File: src/shared/rce_regs.svh
// register offsets, command codes, error codes and limits of the interpreter
`ifndef RCE_REGS_SVH
`define RCE_REGS_SVH

// register byte offsets
`define RCE_OFS_CMD 6'h00
`define RCE_OFS_RESP 6'h04
`define RCE_OFS_ERR 6'h08
`define RCE_OFS_STB 6'h0C
`define RCE_OFS_STA 6'h10
`define RCE_OFS_ALARM 6'h14
`define RCE_OFS_READY 6'h18
`define RCE_OFS_SRQ_MASK 6'h1C

// command word fields
`define RCE_CMD_OP_LSB 0
`define RCE_CMD_IDX_LSB 8
`define RCE_CMD_ARG_LSB 16

// command codes
`define RCE_OP_SERIAL_SET 8'h01
`define RCE_OP_SERIAL_QRY 8'h02
`define RCE_OP_LOCK_SET 8'h03
`define RCE_OP_LOCK_QRY 8'h04
`define RCE_OP_FW_QRY 8'h05
`define RCE_OP_ADR_SET 8'h06
`define RCE_OP_ADR_QRY 8'h07
`define RCE_OP_JITTER 8'h08
`define RCE_OP_SELF_TEST 8'h09
`define RCE_OP_GATE_START 8'h0A
`define RCE_OP_GATE_STOP 8'h0B
`define RCE_OP_CLEAR 8'h0C

// status byte bit positions
`define RCE_STB_FPS 2
`define RCE_STB_LCL 3
`define RCE_STB_RDY 4
`define RCE_STB_ERR 5
`define RCE_STB_RQS 6
`define RCE_READY_DRO 3

// error codes, 16-bit two's complement
`define RCE_E_UNKNOWN 16'hFF9C
`define RCE_E_CMDBUF_OVF 16'hFF73
`define RCE_E_CR_NO_LF 16'hFF69
`define RCE_E_PARITY 16'hFF60
`define RCE_E_FRAMING 16'hFF5F
`define RCE_E_UART_OVR 16'hFF5E
`define RCE_E_IBUF_OVR 16'hFF5D
`define RCE_E_RANGE 16'hFF2C
`define RCE_E_GATING 16'hFF06
`define RCE_E_NOT_GATING 16'hFF05
`define RCE_E_ZERO_PERIOD 16'hFF04
`define RCE_E_START_BUSY 16'hFF03
`define RCE_E_JGEN_OOR 16'hFEFC
`define RCE_E_DEV_FAIL 16'hFED4
`define RCE_E_ROM_CSUM 16'hFEBF
`define RCE_E_NO_JITTER 16'h0258
`define RCE_E_RS232_ONLY 16'h0260

// limits
`define RCE_ST_CODE_MIN 16'h0001
`define RCE_ST_CODE_MAX 16'h0257
`define RCE_ADR_MAX 16'h001E
`define RCE_FLOW_MAX 16'h0003
`define RCE_FLOW_IDX 4'h9
`define RCE_SERIAL_N 4'hA
`define RCE_LF 8'h0A
`define RCE_CR 8'h0D
`define RCE_FW_REV_DEF 16'h08FD
`define RCE_ERRQ_AW 3

`endif

File: src/shared/rce_pkg.sv
// types shared by the command interpreter
package rce_pkg;
    typedef logic [15:0] rce_code_t;
    typedef logic [7:0] rce_op_t;
endpackage

File: src/hdl/rce_cmd_interp.sv
// remote command interpreter with error queue and status registers
//////////////////////////////////////////////////////////////////////////////
// Notes on behaviour
// - serial query returns all ten settings; flow value 3 means rx+tx
// - lock argument 1 disables all keys but power; 0 releases
// - lock query answers 0 or 1
// - firmware query answers yyww, years since 1960, 2301..9952
// - bus address set takes 0..30, only when controlled over serial
// - bus address query answers 0..30
// - jitter subtest: 0 all, 1 clock, 2 data, 4 filter
// - parse faults reported -100..-199, -100 unknown, -141 overflow
// - carriage return not followed by line feed gives -151
// - serial receive faults give -160..-163
// - execution faults -200..-299, -212 argument out of range
// - gating conflicts give -250, -251, -252, -253
// - jitter command ignored with -260 when generator out of range
// - hardware faults -300..-399, -321 for rom checksum
// - self test failures 1..599; power-on tests report nothing
// - missing option or capability rejected with 600..699, 608
// - controller reads recorded errors through the error query
// - four status registers: status byte, A, alarm, ready
// - status registers readable whichever link is in control
// - service request only on the instrument bus link
// - status bit 5 set on any error, cleared by clear or dev clear
//////////////////////////////////////////////////////////////////////////////
//
// The register addresses and register access over Avalon-MM were chosen for this implementation.
`include "rce_regs.svh"

module rce_cmd_interp
    import rce_pkg::*;
#(
    parameter logic [15:0] FW_REV = `RCE_FW_REV_DEF
) (
    // clock and reset
    input wire logic core_clk,
    input wire logic rst,
    // avalon-mm slave
    input wire logic [5:0] avs_address,
    input wire logic avs_read,
    input wire logic avs_write,
    input wire logic [31:0] avs_writedata,
    output logic [31:0] avs_readdata,
    output logic avs_waitrequest,
    // character stream and serial receive faults
    input wire logic rx_valid,
    input wire logic [7:0] rx_char,
    input wire logic rx_parity_err,
    input wire logic rx_framing_err,
    input wire logic rx_uart_ovr,
    input wire logic rx_ibuf_ovr,
    input wire logic cmdbuf_ovf,
    // instrument state
    input wire logic remote_gpib,
    input wire logic gating,
    input wire logic gate_period_zero,
    input wire logic start_blocked,
    input wire logic jitter_cap,
    input wire logic jgen_oor,
    input wire logic hw_fault,
    input wire logic rom_csum_fail,
    input wire logic dev_clear,
    // self test results
    input wire logic st_done,
    input wire logic st_fail,
    input wire logic st_power_on,
    input wire logic [15:0] st_code,
    // status inputs
    input wire logic [7:0] status_a_in,
    input wire logic [7:0] alarm_in,
    input wire logic [7:0] ready_in,
    input wire logic [2:0] stb_misc_in,
    // front panel
    input wire logic key_press,
    input wire logic key_is_power,
    output logic key_accept,
    output logic key_locked,
    // actions
    output logic gate_start,
    output logic gate_stop,
    output logic jst_start,
    output logic [2:0] jst_sel,
    output logic st_start,
    output logic flow_sw_rx,
    output logic flow_sw_tx,
    output logic [4:0] bus_addr,
    output logic srq
);

    //////////////////////////////////////////////////////////////////////////
    // bus handshake: take when idle, answer one cycle later
    logic take;
    logic cmd_go;
    logic err_rd;
    logic resp_rd;
    logic stb_rd;
    logic mask_wr;
    assign take = (avs_read | avs_write) & avs_waitrequest;
    assign cmd_go = take & avs_write & (avs_address == `RCE_OFS_CMD);
    assign mask_wr = take & avs_write & (avs_address == `RCE_OFS_SRQ_MASK);
    assign err_rd = take & avs_read & (avs_address == `RCE_OFS_ERR);
    assign resp_rd = take & avs_read & (avs_address == `RCE_OFS_RESP);
    assign stb_rd = take & avs_read & (avs_address == `RCE_OFS_STB);

    rce_op_t op;
    logic [3:0] idx;
    logic [15:0] arg;
    assign op = avs_writedata[`RCE_CMD_OP_LSB +: 8];
    assign idx = avs_writedata[`RCE_CMD_IDX_LSB +: 4];
    assign arg = avs_writedata[`RCE_CMD_ARG_LSB +: 16];

    //////////////////////////////////////////////////////////////////////////
    // command decode and checks
    logic c_err;
    rce_code_t c_code;
    logic jst_legal;
    assign jst_legal = (arg == 16'h0000) | (arg == 16'h0001) |
                       (arg == 16'h0002) | (arg == 16'h0004);

    always_comb begin
        c_err = 1'b0;
        c_code = 16'h0000;
        if (cmd_go) begin
            unique case (op)
                `RCE_OP_SERIAL_SET: begin
                    if (idx >= `RCE_SERIAL_N ||
                        (idx == `RCE_FLOW_IDX && arg > `RCE_FLOW_MAX)) begin
                        c_err = 1'b1;
                        c_code = `RCE_E_RANGE;
                    end
                end
                `RCE_OP_LOCK_SET: begin
                    if (arg > 16'h0001) begin
                        c_err = 1'b1;
                        c_code = `RCE_E_RANGE;
                    end
                end
                `RCE_OP_ADR_SET: begin
                    if (remote_gpib) begin
                        c_err = 1'b1;
                        c_code = `RCE_E_RS232_ONLY;
                    end else if (arg > `RCE_ADR_MAX) begin
                        c_err = 1'b1;
                        c_code = `RCE_E_RANGE;
                    end
                end
                `RCE_OP_JITTER: begin
                    if (!jitter_cap) begin
                        c_err = 1'b1;
                        c_code = `RCE_E_NO_JITTER;
                    end else if (!jst_legal) begin
                        c_err = 1'b1;
                        c_code = `RCE_E_RANGE;
                    end else if (jgen_oor) begin
                        c_err = 1'b1;
                        c_code = `RCE_E_JGEN_OOR;
                    end
                end
                `RCE_OP_GATE_START: begin
                    c_err = gating | gate_period_zero | start_blocked;
                    if (gating) begin
                        c_code = `RCE_E_GATING;
                    end else if (gate_period_zero) begin
                        c_code = `RCE_E_ZERO_PERIOD;
                    end else if (start_blocked) begin
                        c_code = `RCE_E_START_BUSY;
                    end
                end
                `RCE_OP_GATE_STOP: begin
                    if (!gating) begin
                        c_err = 1'b1;
                        c_code = `RCE_E_NOT_GATING;
                    end
                end
                `RCE_OP_SERIAL_QRY, `RCE_OP_LOCK_QRY, `RCE_OP_FW_QRY,
                `RCE_OP_ADR_QRY, `RCE_OP_SELF_TEST, `RCE_OP_CLEAR: begin
                end
                default: begin
                    c_err = 1'b1;
                    c_code = `RCE_E_UNKNOWN;
                end
            endcase
        end
    end

    logic cmd_ok;
    assign cmd_ok = cmd_go & ~c_err;

    //////////////////////////////////////////////////////////////////////////
    // line terminator check
    logic cr_pend_reg;
    logic crlf_err;
    assign crlf_err = rx_valid & cr_pend_reg & (rx_char != `RCE_LF);

    always_ff @(posedge core_clk or posedge rst) begin
        if (rst) begin
            cr_pend_reg <= 1'b0;
        end else if (rx_valid) begin
            cr_pend_reg <= (rx_char == `RCE_CR);
        end
    end

    //////////////////////////////////////////////////////////////////////////
    // error source selection, one recorded per cycle
    logic st_err;
    assign st_err = st_done & st_fail & ~st_power_on &
                    (st_code >= `RCE_ST_CODE_MIN) &
                    (st_code <= `RCE_ST_CODE_MAX);

    logic err_valid;
    rce_code_t err_code;
    always_comb begin
        err_valid = 1'b1;
        err_code = 16'h0000;
        if (c_err) begin
            err_code = c_code;
        end else if (crlf_err) begin
            err_code = `RCE_E_CR_NO_LF;
        end else if (cmdbuf_ovf) begin
            err_code = `RCE_E_CMDBUF_OVF;
        end else if (rx_parity_err) begin
            err_code = `RCE_E_PARITY;
        end else if (rx_framing_err) begin
            err_code = `RCE_E_FRAMING;
        end else if (rx_uart_ovr) begin
            err_code = `RCE_E_UART_OVR;
        end else if (rx_ibuf_ovr) begin
            err_code = `RCE_E_IBUF_OVR;
        end else if (rom_csum_fail) begin
            err_code = `RCE_E_ROM_CSUM;
        end else if (hw_fault) begin
            err_code = `RCE_E_DEV_FAIL;
        end else if (st_err) begin
            err_code = st_code;
        end else begin
            err_valid = 1'b0;
        end
    end

    //////////////////////////////////////////////////////////////////////////
    // error queue; a full queue drops the newest code
    localparam int ERRQ_D = 1 << `RCE_ERRQ_AW;
    rce_code_t err_mem [ERRQ_D];
    logic [`RCE_ERRQ_AW:0] wr_ptr_reg;
    logic [`RCE_ERRQ_AW:0] rd_ptr_reg;
    logic q_empty;
    logic q_full;
    logic q_push;
    logic q_pop;
    assign q_empty = (wr_ptr_reg == rd_ptr_reg);
    assign q_full = (wr_ptr_reg[`RCE_ERRQ_AW] != rd_ptr_reg[`RCE_ERRQ_AW]) &&
        (wr_ptr_reg[`RCE_ERRQ_AW-1:0] == rd_ptr_reg[`RCE_ERRQ_AW-1:0]);
    assign q_push = err_valid & ~q_full;
    assign q_pop = err_rd & ~q_empty;

    always_ff @(posedge core_clk) begin
        if (q_push) begin
            err_mem[wr_ptr_reg[`RCE_ERRQ_AW-1:0]] <= err_code;
        end
    end

    always_ff @(posedge core_clk or posedge rst) begin
        if (rst) begin
            wr_ptr_reg <= '0;
            rd_ptr_reg <= '0;
        end else begin
            if (q_push) begin
                wr_ptr_reg <= wr_ptr_reg + 1'b1;
            end
            if (q_pop) begin
                rd_ptr_reg <= rd_ptr_reg + 1'b1;
            end
        end
    end

    //////////////////////////////////////////////////////////////////////////
    // settings
    logic [15:0] serial_reg [`RCE_SERIAL_N];
    logic [15:0] flow_val;
    assign flow_val = serial_reg[`RCE_FLOW_IDX];

    always_ff @(posedge core_clk or posedge rst) begin
        if (rst) begin
            for (int i = 0; i < `RCE_SERIAL_N; i++) begin
                serial_reg[i] <= 16'h0000;
            end
        end else if (cmd_ok && op == `RCE_OP_SERIAL_SET) begin
            serial_reg[idx] <= arg;
        end
    end

    always_ff @(posedge core_clk or posedge rst) begin
        if (rst) begin
            key_locked <= 1'b0;
            bus_addr <= 5'h00;
            flow_sw_rx <= 1'b0;
            flow_sw_tx <= 1'b0;
        end else begin
            if (cmd_ok && op == `RCE_OP_LOCK_SET) begin
                key_locked <= arg[0];
            end
            if (cmd_ok && op == `RCE_OP_ADR_SET) begin
                bus_addr <= arg[4:0];
            end
            flow_sw_rx <= (flow_val == 16'h0001) | (flow_val == 16'h0003);
            flow_sw_tx <= (flow_val == 16'h0002) | (flow_val == 16'h0003);
        end
    end

    //////////////////////////////////////////////////////////////////////////
    // action pulses and front panel
    always_ff @(posedge core_clk or posedge rst) begin
        if (rst) begin
            gate_start <= 1'b0;
            gate_stop <= 1'b0;
            jst_start <= 1'b0;
            jst_sel <= 3'h0;
            st_start <= 1'b0;
            key_accept <= 1'b0;
        end else begin
            gate_start <= cmd_ok && op == `RCE_OP_GATE_START;
            gate_stop <= cmd_ok && op == `RCE_OP_GATE_STOP;
            jst_start <= cmd_ok && op == `RCE_OP_JITTER;
            if (cmd_ok && op == `RCE_OP_JITTER) begin
                jst_sel <= arg[2:0];
            end
            st_start <= cmd_ok && op == `RCE_OP_SELF_TEST;
            key_accept <= key_press & (key_is_power | ~key_locked);
        end
    end

    //////////////////////////////////////////////////////////////////////////
    // status byte; every set outranks a clear in the same cycle
    logic clr_all;
    logic fps_reg;
    logic lcl_reg;
    logic err_bit_reg;
    logic rqs_reg;
    logic [7:0] srq_mask_reg;
    logic [7:0] stb;
    assign clr_all = (cmd_ok && op == `RCE_OP_CLEAR) | dev_clear;
    always_comb begin
        stb = {1'b0, rqs_reg, err_bit_reg, ready_in[`RCE_READY_DRO],
               lcl_reg, fps_reg, 2'b00};
        stb[7] = stb_misc_in[2];
        stb[1:0] = stb_misc_in[1:0];
    end

    always_ff @(posedge core_clk or posedge rst) begin
        if (rst) begin
            err_bit_reg <= 1'b0;
            fps_reg <= 1'b0;
            lcl_reg <= 1'b1;
            rqs_reg <= 1'b0;
            srq_mask_reg <= 8'h00;
            srq <= 1'b0;
        end else begin
            if (err_valid) begin
                err_bit_reg <= 1'b1;
            end else if (clr_all) begin
                err_bit_reg <= 1'b0;
            end
            if (key_press && (key_is_power || !key_locked)) begin
                fps_reg <= 1'b1;
            end else if (clr_all) begin
                fps_reg <= 1'b0;
            end
            if (clr_all || stb_rd) begin
                lcl_reg <= 1'b0;
            end
            if (srq) begin
                rqs_reg <= 1'b1;
            end else if (clr_all || stb_rd) begin
                rqs_reg <= 1'b0;
            end
            if (mask_wr) begin
                srq_mask_reg <= avs_writedata[7:0];
            end
            // polling is the only route on the serial link
            srq <= remote_gpib & |(stb & srq_mask_reg);
        end
    end

    //////////////////////////////////////////////////////////////////////////
    // query answers; serial query streams ten words through resp
    logic [15:0] resp_reg;
    logic [3:0] seq_left_reg;
    logic [3:0] seq_idx_reg;
    always_ff @(posedge core_clk or posedge rst) begin
        if (rst) begin
            resp_reg <= 16'h0000;
            seq_left_reg <= 4'h0;
            seq_idx_reg <= 4'h0;
        end else if (cmd_ok && op == `RCE_OP_SERIAL_QRY) begin
            seq_left_reg <= `RCE_SERIAL_N;
            seq_idx_reg <= 4'h0;
        end else if (cmd_ok) begin
            unique case (op)
                `RCE_OP_LOCK_QRY: resp_reg <= {15'h0000, key_locked};
                `RCE_OP_FW_QRY: resp_reg <= FW_REV;
                `RCE_OP_ADR_QRY: resp_reg <= {11'h000, bus_addr};
                default: resp_reg <= resp_reg;
            endcase
        end else if (resp_rd && seq_left_reg != 4'h0) begin
            seq_left_reg <= seq_left_reg - 4'h1;
            seq_idx_reg <= seq_idx_reg + 4'h1;
        end
    end

    logic [15:0] rd_val;
    always_comb begin
        rd_val = 16'h0000;
        unique case (avs_address)
            `RCE_OFS_RESP: rd_val = (seq_left_reg != 4'h0) ?
                serial_reg[seq_idx_reg] : resp_reg;
            `RCE_OFS_ERR: rd_val = q_empty ? 16'h0000 :
                err_mem[rd_ptr_reg[`RCE_ERRQ_AW-1:0]];
            `RCE_OFS_STB: rd_val = {8'h00, stb};
            `RCE_OFS_STA: rd_val = {8'h00, status_a_in};
            `RCE_OFS_ALARM: rd_val = {8'h00, alarm_in};
            `RCE_OFS_READY: rd_val = {8'h00, ready_in};
            `RCE_OFS_SRQ_MASK: rd_val = {8'h00, srq_mask_reg};
            default: rd_val = 16'h0000;
        endcase
    end

    always_ff @(posedge core_clk or posedge rst) begin
        if (rst) begin
            avs_waitrequest <= 1'b1;
            avs_readdata <= 32'h0000_0000;
        end else begin
            avs_waitrequest <= ~take;
            if (take && avs_read) begin
                // error codes read sign extended
                avs_readdata <= (avs_address == `RCE_OFS_ERR) ?
                    {{16{rd_val[15]}}, rd_val} : {16'h0000, rd_val};
            end
        end
    end

    //////////////////////////////////////////////////////////////////////////
    // checks
    property p_lock_set;
        @(posedge core_clk) disable iff (rst)
        cmd_go && op == `RCE_OP_LOCK_SET && arg == 16'h0001 |=> key_locked;
    endproperty
    a_lock_set: assert property (p_lock_set)
        else $error("lock not engaged");

    property p_locked_key;
        @(posedge core_clk) disable iff (rst)
        key_locked && key_press && !key_is_power |=> !key_accept;
    endproperty
    a_locked_key: assert property (p_locked_key)
        else $error("locked key accepted");

    property p_adr_range;
        @(posedge core_clk) disable iff (rst)
        {11'h000, bus_addr} <= `RCE_ADR_MAX;
    endproperty
    a_adr_range: assert property (p_adr_range)
        else $error("bus address above 30");

    property p_adr_gpib;
        @(posedge core_clk) disable iff (rst)
        cmd_go && op == `RCE_OP_ADR_SET && remote_gpib |->
            err_valid && err_code == `RCE_E_RS232_ONLY ##1 $stable(bus_addr);
    endproperty
    a_adr_gpib: assert property (p_adr_gpib)
        else $error("address set over bus not refused");

    property p_crlf;
        @(posedge core_clk) disable iff (rst)
        rx_valid && cr_pend_reg && rx_char != `RCE_LF |-> err_valid;
    endproperty
    a_crlf: assert property (p_crlf)
        else $error("missing line feed not flagged");

    property p_err_bit;
        @(posedge core_clk) disable iff (rst)
        err_valid |=> err_bit_reg ##1
            (err_bit_reg || ($past(clr_all) && !$past(err_valid)));
    endproperty
    a_err_bit: assert property (p_err_bit)
        else $error("error bit not held");

    property p_srq_serial;
        @(posedge core_clk) disable iff (rst)
        !remote_gpib |=> !srq;
    endproperty
    a_srq_serial: assert property (p_srq_serial)
        else $error("service request on serial link");

    property p_jgen_oor;
        @(posedge core_clk) disable iff (rst)
        cmd_go && op == `RCE_OP_JITTER && jgen_oor |=> !jst_start;
    endproperty
    a_jgen_oor: assert property (p_jgen_oor)
        else $error("jitter run with generator out of range");

    property p_gate_busy;
        @(posedge core_clk) disable iff (rst)
        cmd_go && op == `RCE_OP_GATE_START && gating |->
            err_code == `RCE_E_GATING ##1 !gate_start;
    endproperty
    a_gate_busy: assert property (p_gate_busy)
        else $error("start during gating not refused");

    property p_answer;
        @(posedge core_clk) disable iff (rst)
        take |=> !avs_waitrequest ##1 avs_waitrequest;
    endproperty
    a_answer: assert property (p_answer)
        else $error("bus answer not one cycle");

    c_err_pop: cover property (@(posedge core_clk) disable iff (rst)
        q_pop ##1 q_empty);
    c_serial_seq: cover property (@(posedge core_clk) disable iff (rst)
        cmd_ok && op == `RCE_OP_SERIAL_QRY);
    c_q_full: cover property (@(posedge core_clk) disable iff (rst)
        q_full && err_valid);
    c_srq: cover property (@(posedge core_clk) disable iff (rst) srq);

endmodule

File: config.mk
export PLATFORM = sky130hd
export DESIGN_NAME = rce_cmd_interp
export DESIGN_NICKNAME = d
export VERILOG_FILES = /design/src/shared/rce_pkg.sv /design/src/hdl/rce_cmd_interp.sv
export VERILOG_INCLUDE_DIRS = /design/src /design/src/shared
export SDC_FILE = /design/constraint.sdc
export NUM_CORES = 1
export LEC_CHECK = 0
export BUFFER_PORTS_ARGS = -buffer_cell sky130_fd_sc_hd__buf_2
export CORE_MARGIN = 4
export CORE_UTILIZATION = 64
export DETAILED_ROUTE_END_ITERATION = 12
export PLACE_DENSITY_LB_ADDON = 0.3
export SKIP_CTS_REPAIR_TIMING = 1
export SYNTH_ARGS = -nofsm -noshare
export SYNTH_HDL_FRONTEND = slang
export SYNTH_SLANG_ARGS = --single-unit
File: constraint.sdc
create_clock -name core_clk -period 18.2 [get_ports core_clk]
set_input_delay 0.91 -clock core_clk [delete_from_list [all_inputs] [get_ports core_clk]]
set_output_delay 0.91 -clock core_clk [all_outputs]
set_load 0.02 [all_outputs]
==> flow_summary.ini, run 1 <==
[placement]
dp_worst_setup_slack_ns = 13.44
place_congestion = 0.884
io_buffers = 158
place_hpwl_um = 27000

[worst_setup_path]
reg2regPathDepth = 7
max_stage_delay_ns = 0.95
worstSetupEndpointType = register
r2r_end = err_mem[6][12]
crit_end = err_mem[6][12]
worst_ep_arrival_time_ns = 4.44
cp-startpoint = avs_writedata[0]
start_kind = primary input
rr_startpoint = avs_waitrequest
cp.required_ns = 18.32
cp_max_fo = 22
path_cells = buf_2 > or3b_2 > nor4_1 > a221o_1 > o41a_1 > buf_4 > o21ai_2 > nor3_4
criticalPathCategory = primary input to register
r2r_slack_ns = 14.96
cp_slowest_cell = nor3_4

[synth]
synth_nets = 1294
yosys.area_share.simple_pct = 8.01
synth_adder_area_share_pct = 0.301
syn-cell-area_um2 = 16600
synth_cells = 1177
synth_warnings = 0
synth_compound_area_share_pct = 6.97
synth-seq-cells = 358
synth_top_flop_cell = dfrtp_1
muxShareOfSynthArea_pct = 23.1
synth_top_family_by_area = multiplexers
syn_avg_cell_area_um2 = 14.1
synth_top_area_cell = dfrtp_1
synthTopCellsByCount = dfrtp_1, edfxtp_1, mux2_2
synth-edff-count = 128
seq_area_frac_synth_pct = 57.8
async_reset_ff_share_pct = 64.2
synth_area_leaders = dfrtp_1, edfxtp_1, mux4_2
synth_xor_xnor_area_share_pct = 0.738
synth.top_cell.area_share_pct = 34.3
ys_types = 71
yosysMostFrequentCell = dfrtp_1

[clock_tree]
clk_pin_slew_ns = 0.06
h-tree-depth = 2
cts_tree = yes
clk_latency_ns = 0.52
cts.path.max_buffers = 3
cts.sinks = 358
cts_root_buffer = clkbuf_16
cts_buffers = 37

[grt]
grt_overflow = 0
track_usage_pct = 29.5
grt_pass1_vias = 11600
antenna_found_initial = 5
grt_pass1_wl_um = 65200
grt_max_degree = 84

[timing]
post-route-period-util_pct = 23.7
finalHoldViolCount = 0
slew_viol_final = 0
fin_skew_ns = 0.0111
relSlewSlack_pct = 14.1
rsz0062_at_grt = false
tightest_slew_ns = 1.28
fin_ws_ns = 13.88
setup_viol = 0
fin_setup_tns_ns = 0
fin_crit_ns = 4.32
fmax_mhz = 232

[floorplanning]
core-area_um2 = 25400
ios = 163
start_util_pct = 65.5
die_area_um2 = 28600
die_w_um = 169
placementRows = 58
dieHeight_um = 169

[routing]
drtIter0Drc = 1134
via_per_inst = 6.69
post_drt_wl_per_cell_um = 25.2
drc = 0
dr.pass1.iters = 5
vias = 11100
routed_wl_um = 41700
drtAntennaViolNets = 0

[outcome]
status = finished, final reports clean

[final_layout]
fin_nets = 1414
area_growth_pct = 13.5
regArea_um2 = 9600
largest_reg_flops = 144
nFillCells = 1589
multi_input_area_um2 = 6590
drive_gt1_share_pct = 35.1

[power]
switching_power_mw = 0.469
p_leak_nw = 7.91
pwr-share-clk_pct = 40.0
p_int_mw = 1.44
power_frac_seq_pct = 48.7
ir_worst_vdd_v = 0.000102
combPwrFrac_pct = 11.2
swShare_pct = 24.6
power_density_nw_per_um2 = 101

[min_path]
hp-class = primary input to asynchronous set/reset pin

[job]
timing.max_cap.violations = 0
[cell usage in the layout, fill, tap and decap left out, types with 18 or more instances in the layout]
cell | Yosys | routed
mux4_2 | 72 | 72
dfrtp_1 | 228 | 226
mux2_2 | 117 | 117
edfxtp_1 | 128 | 128
a21oi_1 | 26 | 26
mux2_1 | 66 | 66
nand2_1 | 57 | 57
inv_1 | 19 | 18
buf_4 | 17 | 22
nor2_1 | 49 | 49
buf_2 | 10 | 158
nand3_1 | 18 | 18
nor2b_1 | 19 | 18
clkbuf_16 | 0 | 37
o21ai_0 | 35 | 35
[critical path, delay by kind of cell]
kind,cells,cell delay [ns]
buffers and inverters,2,0.65
AO/OA/AOI/OAI,3,0.74
AND/OR/NAND/NOR,3,2.11
[worst min path at each step]
stage / startpoint / to / slack [ns] / cells past startpoint
2_1_floorplan: serial_reg[100] / serial_reg[100] / 0.45 / 1
3_3_place_gp: serial_reg[107] / serial_reg[107] / 0.46 / 1
3_5_place_dp: srq / rqs_reg / 0.46 / 1
4_1_cts: rst / serial_reg[44] / 0.48 / 2
5_1_grt: rst / serial_reg[44] / 0.50 / 2
6_report: rst / serial_reg[44] / 0.45 / 2
[cell type report]
type	instances	share of cell area [%]
diodes	4	0.0531
clock buffers	55	5.64
clock inverters	9	0.789
inverters	19	0.418
multi-input cells	701	34.9
flip-flops and latches	358	50.9
well taps	330	2.19
repair buffers	180	5.07
[kinds of logic after synthesis]
group / count (synthesis)
muxes: 271
DFF: 358
and+or+nand+nor: 247
xor gates and xnor gates: 14
AOI/OAI and AO/OA: 165
adders and majority gates: 4
buffers and inverters: 118
[per-stage QoR]
step,hold WS (ns),power (mW),util [%],instances,cell area (µm²)
final,0.451,1.91,74.3,1656,18900
after global placement,0.463,1.15,69.5,1588,17600
after CTS,0.477,1.92,74.2,1652,18900
after floorplan,0.453,1.07,-,1177,16600
after detailed placement,0.465,1.16,69.5,1588,17600
after global routing,0.495,1.97,74.3,1656,18900
[power by group through the flow]
stage	combinational [mW]	clock, mW	sequential, mW
finish	0.215	0.764	0.930
global route	0.232	0.805	0.935
CTS	0.216	0.770	0.930
detailed placement	0.214	0	0.945
global placement	0.208	0	0.941
floorplan	0.137	0	0.932
[routing by layer]
metal	global-route usage [%]	share of wire (%)	wire length, µm	vias up
li1	-	-	-	4744
met2	47.0	48	20100	627
met3	5.54	9.3	3870	98
met1	41.5	39	16300	5614
met5	0	0	0	-
met4	11.3	3.4	1430	0
Note: power is estimated with default switching activity, not from simulation.
==> run 2: changes to the inputs <==
--- a/config.mk
+++ b/config.mk
@@ -8,7 +8,7 @@
 export LEC_CHECK = 0
 export BUFFER_PORTS_ARGS = -buffer_cell sky130_fd_sc_hd__buf_2
 export CORE_MARGIN = 4
-export CORE_UTILIZATION = 64
+export CORE_UTILIZATION = 59
 export DETAILED_ROUTE_END_ITERATION = 12
 export PLACE_DENSITY_LB_ADDON = 0.3
 export SKIP_CTS_REPAIR_TIMING = 1
==> constraint.sdc (replaced) <==
create_clock -name core_clk -period 4.3 [get_ports core_clk]
set_input_delay 0.215 -clock core_clk [delete_from_list [all_inputs] [get_ports core_clk]]
set_output_delay 0.215 -clock core_clk [all_outputs]
set_load 0.02 [all_outputs]
==> flow_summary.ini, run 2 (synthesized netlist as in run 1, its figures left out) <==
[worst_setup_path]
cp_max_fo = 9
start_kind = primary input
worstSetupEndpointType = register
criticalPathCategory = primary input to register
rr_startpoint = avs_waitrequest
cp.required_ns = 4.52
worst_ep_arrival_time_ns = 4.13
reg2regPathDepth = 6
cp-startpoint = avs_writedata[4]

[final_layout]
largest_reg_flops = 144
drive_gt1_share_pct = 36.0
mostFrequentLayoutCells = dfrtp_1, buf_2, edfxtp_1
final_common_cell = dfrtp_1
area_growth_pct = 15.3
nFillCells = 1946
fin_nets = 1443
fin_util_pct = 69.0
antenna_cells = 0
regArea_um2 = 9600
multi_input_area_um2 = 6580

[timing]
relSlewSlack_pct = 14.6
fmax_mhz = 255
fin_setup_tns_ns = 0
slew_viol_final = 0
whs_ns = -0.0973
post-route-period-util_pct = 91.0
fin_ws_ns = 0.386
setup_viol = 0
fin_crit_ns = 3.91
finalHoldViolCount = 46
tightest_slew_ns = 1.27
fin_skew_ns = 0.0237
rsz0062_at_grt = false

[placement]
io_buffers = 158
place_congestion = 0.889
dp_worst_setup_slack_ns = 0.438
place_hpwl_um = 27900

[routing]
post_drt_wl_per_cell_um = 24.1
drc = 0
routed_wl_um = 41600
via_per_inst = 6.39
dr.pass1.iters = 5
drtIter0Drc = 1124
drtAntennaViolNets = 0
vias = 11000

[job]
timing.max_cap.violations = 0

[clock_tree]
cts.path.max_buffers = 3
cts.sinks = 358
clk_pin_slew_ns = 0.06
cts_buffers = 37
clk_latency_ns = 0.52
cts_tree = yes
cts_root_buffer = clkbuf_16
h-tree-depth = 2

[grt]
grt_overflow = 0
grt_max_degree = 155
busiest_layer = met2
met3_usage_pct = 5.60
grtUsageMet1_pct = 38.6
track_usage_pct = 27.1
antenna_found_initial = 0
use_met2_pct = 43.2
grt_pass1_wl_um = 64300
grt_pass1_vias = 11100

[floorplanning]
dieHeight_um = 176
die_area_um2 = 30900
ios = 163
placementRows = 61
core-area_um2 = 27800
start_util_pct = 59.8
die_w_um = 176

[outcome]
violations = negative hold slack
status = finished with violations

[power]
ir_worst_vdd_v = 0.000288
p_leak_nw = 8.06
power_density_nw_per_um2 = 423

[min_path]
hp-class = primary input to asynchronous set/reset pin
## run 2: area by class of cell
type                    instances  share of cell area [%]
clock buffers                  51                    5.48
clock inverters                13                   0.940
inverters                      19                   0.391
multi-input cells             701                    34.3
flip-flops and latches        358                    50.1
well taps                     378                    2.47
repair buffers                209                    6.34
## run 2: final timing paths
path	to	slack, ns
max	err_mem[5][6]	0.39
min	serial_reg[154]	-0.1
max reg2reg	err_mem[5][6]	1.20
min reg2reg	avs_readdata[8]	0.47
max in group asynchronous	rd_ptr_reg[0]	3.50
min in group core_clk	srq_mask_reg[6]	0.01
## run 2: per-stage QoR
step	std cells	power (mW)	instance area (µm²)
CTS	1722	8.15	19100
detailed placement	1658	4.93	17900
finish	1729	8.12	19200
floorplan	1177	4.52	16600
global placement	1658	4.89	17900
global route	1729	8.42	19200
## run 2: critical path: stages
cell           delay [ns]
dlygate4sd3_1        0.53
buf_2                0.13
or4_1                0.73
nor4_1               0.56
a221o_1              0.33
o41a_1               0.26
o21ai_2              0.12
nor4b_2              0.89
buf_4                0.35
## run 2: per-layer routing
metal	vias up	share of wire (%)
met2	549	48
met4	0	2.7
li1	4806	-
met3	73	8.6
met1	5620	41
met5	-	0
## run 2: power by group
| part | leakage, nW | internal [mW] | switching [mW] | total, mW |
|---|---|---|---|---|
| sequential | 4.14 | 3.82 | 0.115 | 3.94 |
| combinational | 3.32 | 0.358 | 0.581 | 0.939 |
| clock | 0.596 | 1.95 | 1.29 | 3.24 |
==> run 3: changes to the inputs <==
--- a/config.mk
+++ b/config.mk
@@ -7,8 +7,10 @@
 export NUM_CORES = 1
 export LEC_CHECK = 0
 export BUFFER_PORTS_ARGS = -buffer_cell sky130_fd_sc_hd__buf_2
+export CELL_PAD_IN_SITES_DETAIL_PLACEMENT = 2
+export CELL_PAD_IN_SITES_GLOBAL_PLACEMENT = 2
 export CORE_MARGIN = 4
-export CORE_UTILIZATION = 59
+export CORE_UTILIZATION = 42
 export DETAILED_ROUTE_END_ITERATION = 12
 export PLACE_DENSITY_LB_ADDON = 0.3
 export SKIP_CTS_REPAIR_TIMING = 1
==> flow_summary.ini, run 3 (synthesized netlist as in run 1, its figures left out) <==
[final_layout]
regArea_um2 = 9600
antenna_cells = 0
mostFrequentLayoutCells = dfrtp_1, buf_2, edfxtp_1
nFillCells = 3728
largest_reg_flops = 144
area_growth_pct = 16.8
drive_gt1_share_pct = 35.9
postLayoutCellArea_um2 = 19400
multi_input_area_um2 = 6580
final_common_cell = dfrtp_1
fin_util_pct = 49.9
fin_nets = 1450

[floorplanning]
start_util_pct = 42.7
die_w_um = 207
die_area_um2 = 42800
placementRows = 72
core-area_um2 = 38900
ios = 163
dieHeight_um = 207

[min_path]
holdCritStartpoint = remote_gpib
hold_depth = 3
hold_end = srq
hp-class = primary input to register

[worst_setup_path]
cp.required_ns = 4.51
reg2regPathDepth = 7
r2r_slack_ns = 0.99
r2r_end = err_mem[5][12]
criticalPathCategory = primary input to register
worst_ep_arrival_time_ns = 4.49
rr_startpoint = avs_waitrequest
worstSetupEndpointType = register
cp_max_fo = 13
start_kind = primary input

[power]
ir_worst_vdd_v = 0.000307
p_leak_nw = 8.10
power_density_nw_per_um2 = 428
p_total_mw = 8.31

[routing]
drtAntennaViolNets = 0
via_per_inst = 6.07
routed_wl_um = 55100
vias = 11400
drc = 0
post_drt_wl_per_cell_um = 29.3
drtIter0Drc = 868
dr.pass1.iters = 5

[timing]
slew_viol_final = 0
post-route-period-util_pct = 99.4
fin_ws_ns = 0.0255
whs_ns = 0.0123
fin_skew_ns = 0.0296
finalHoldViolCount = 0
fmax_mhz = 234
tightest_slew_ns = 1.21
fin_crit_ns = 4.27
relSlewSlack_pct = 18.8
setup_viol = 0

[grt]
grt_pass1_vias = 12800
grt_pass1_wl_um = 82600
antenna_found_initial = 1
grt_overflow = 0
track_usage_pct = 25.8
grt_max_degree = 178

[outcome]
status = finished, final reports clean

[placement]
place_congestion = 0.829
place_hpwl_um = 37000
dp_worst_setup_slack_ns = 0.246
io_buffers = 158
placed_area_um2 = 18100

[job]
timing.max_cap.violations = 0

[clock_tree]
clk_pin_slew_ns = 0.06
cts.path.max_buffers = 3
cts.sinks = 358
cts_tree = yes
clk_latency_ns = 0.56
h-tree-depth = 2
cts_buffers = 40
cts_root_buffer = clkbuf_16
==> run 3: final cells by class <==
class / count / area share [%]
flip-flops and latches: 358 / 49.4
multi-input cells: 701 / 33.9
repair buffers: 213 / 6.52
clock buffers: 62 / 5.95
well taps: 518 / 3.34
clock inverters: 12 / 0.470
inverters: 19 / 0.386
==> run 3: routing by layer <==
metal	vias up	part of all wire [%]	GRT usage [%]
met5	-	0.013	0
met4	2	3.5	9.51
met3	103	5.6	4.33
met2	403	50	43.5
met1	6111	41	33.9
li1	4811	-	-
==> run 3: worst max-delay path by stage <==
stage / to / startpoint / slack, ns
floorplan: err_mem[2][0] / avs_writedata[4] / -0.11
global placement: err_mem[5][13] / avs_writedata[4] / 0.62
detailed placement: err_mem[1][9] / avs_writedata[4] / 0.25
CTS: err_mem[5][12] / avs_writedata[4] / 0.72
global route: err_mem[5][12] / avs_writedata[4] / -0.01
finish: err_mem[5][12] / avs_writedata[4] / 0.03
==> run 3: power by group <==
group          internal [mW]  switching, mW
clock                   1.91           1.40
sequential              3.82          0.169
combinational          0.355          0.649
==> run 3: worst max-delay path: stages <==
cell,delay (ns)
dlygate4sd3_1,0.56
buf_2,0.15
or4_1,0.75
nor4_1,0.66
a221o_1,0.37
o41a_1,0.29
o21ai_2,0.20
buf_4,0.23
nor4b_2,0.62
buf_4,0.42
==> run 3: through the flow <==
| stage | setup TNS, ns | std cells |
|---|---|---|
| floorplan | -5.44 | 1177 |
| global placement | 0 | 1799 |
| detailed placement | 0 | 1799 |
| CTS | 0 | 1873 |
| global route | -0.0442 | 1883 |
| finish | 0 | 1883 |
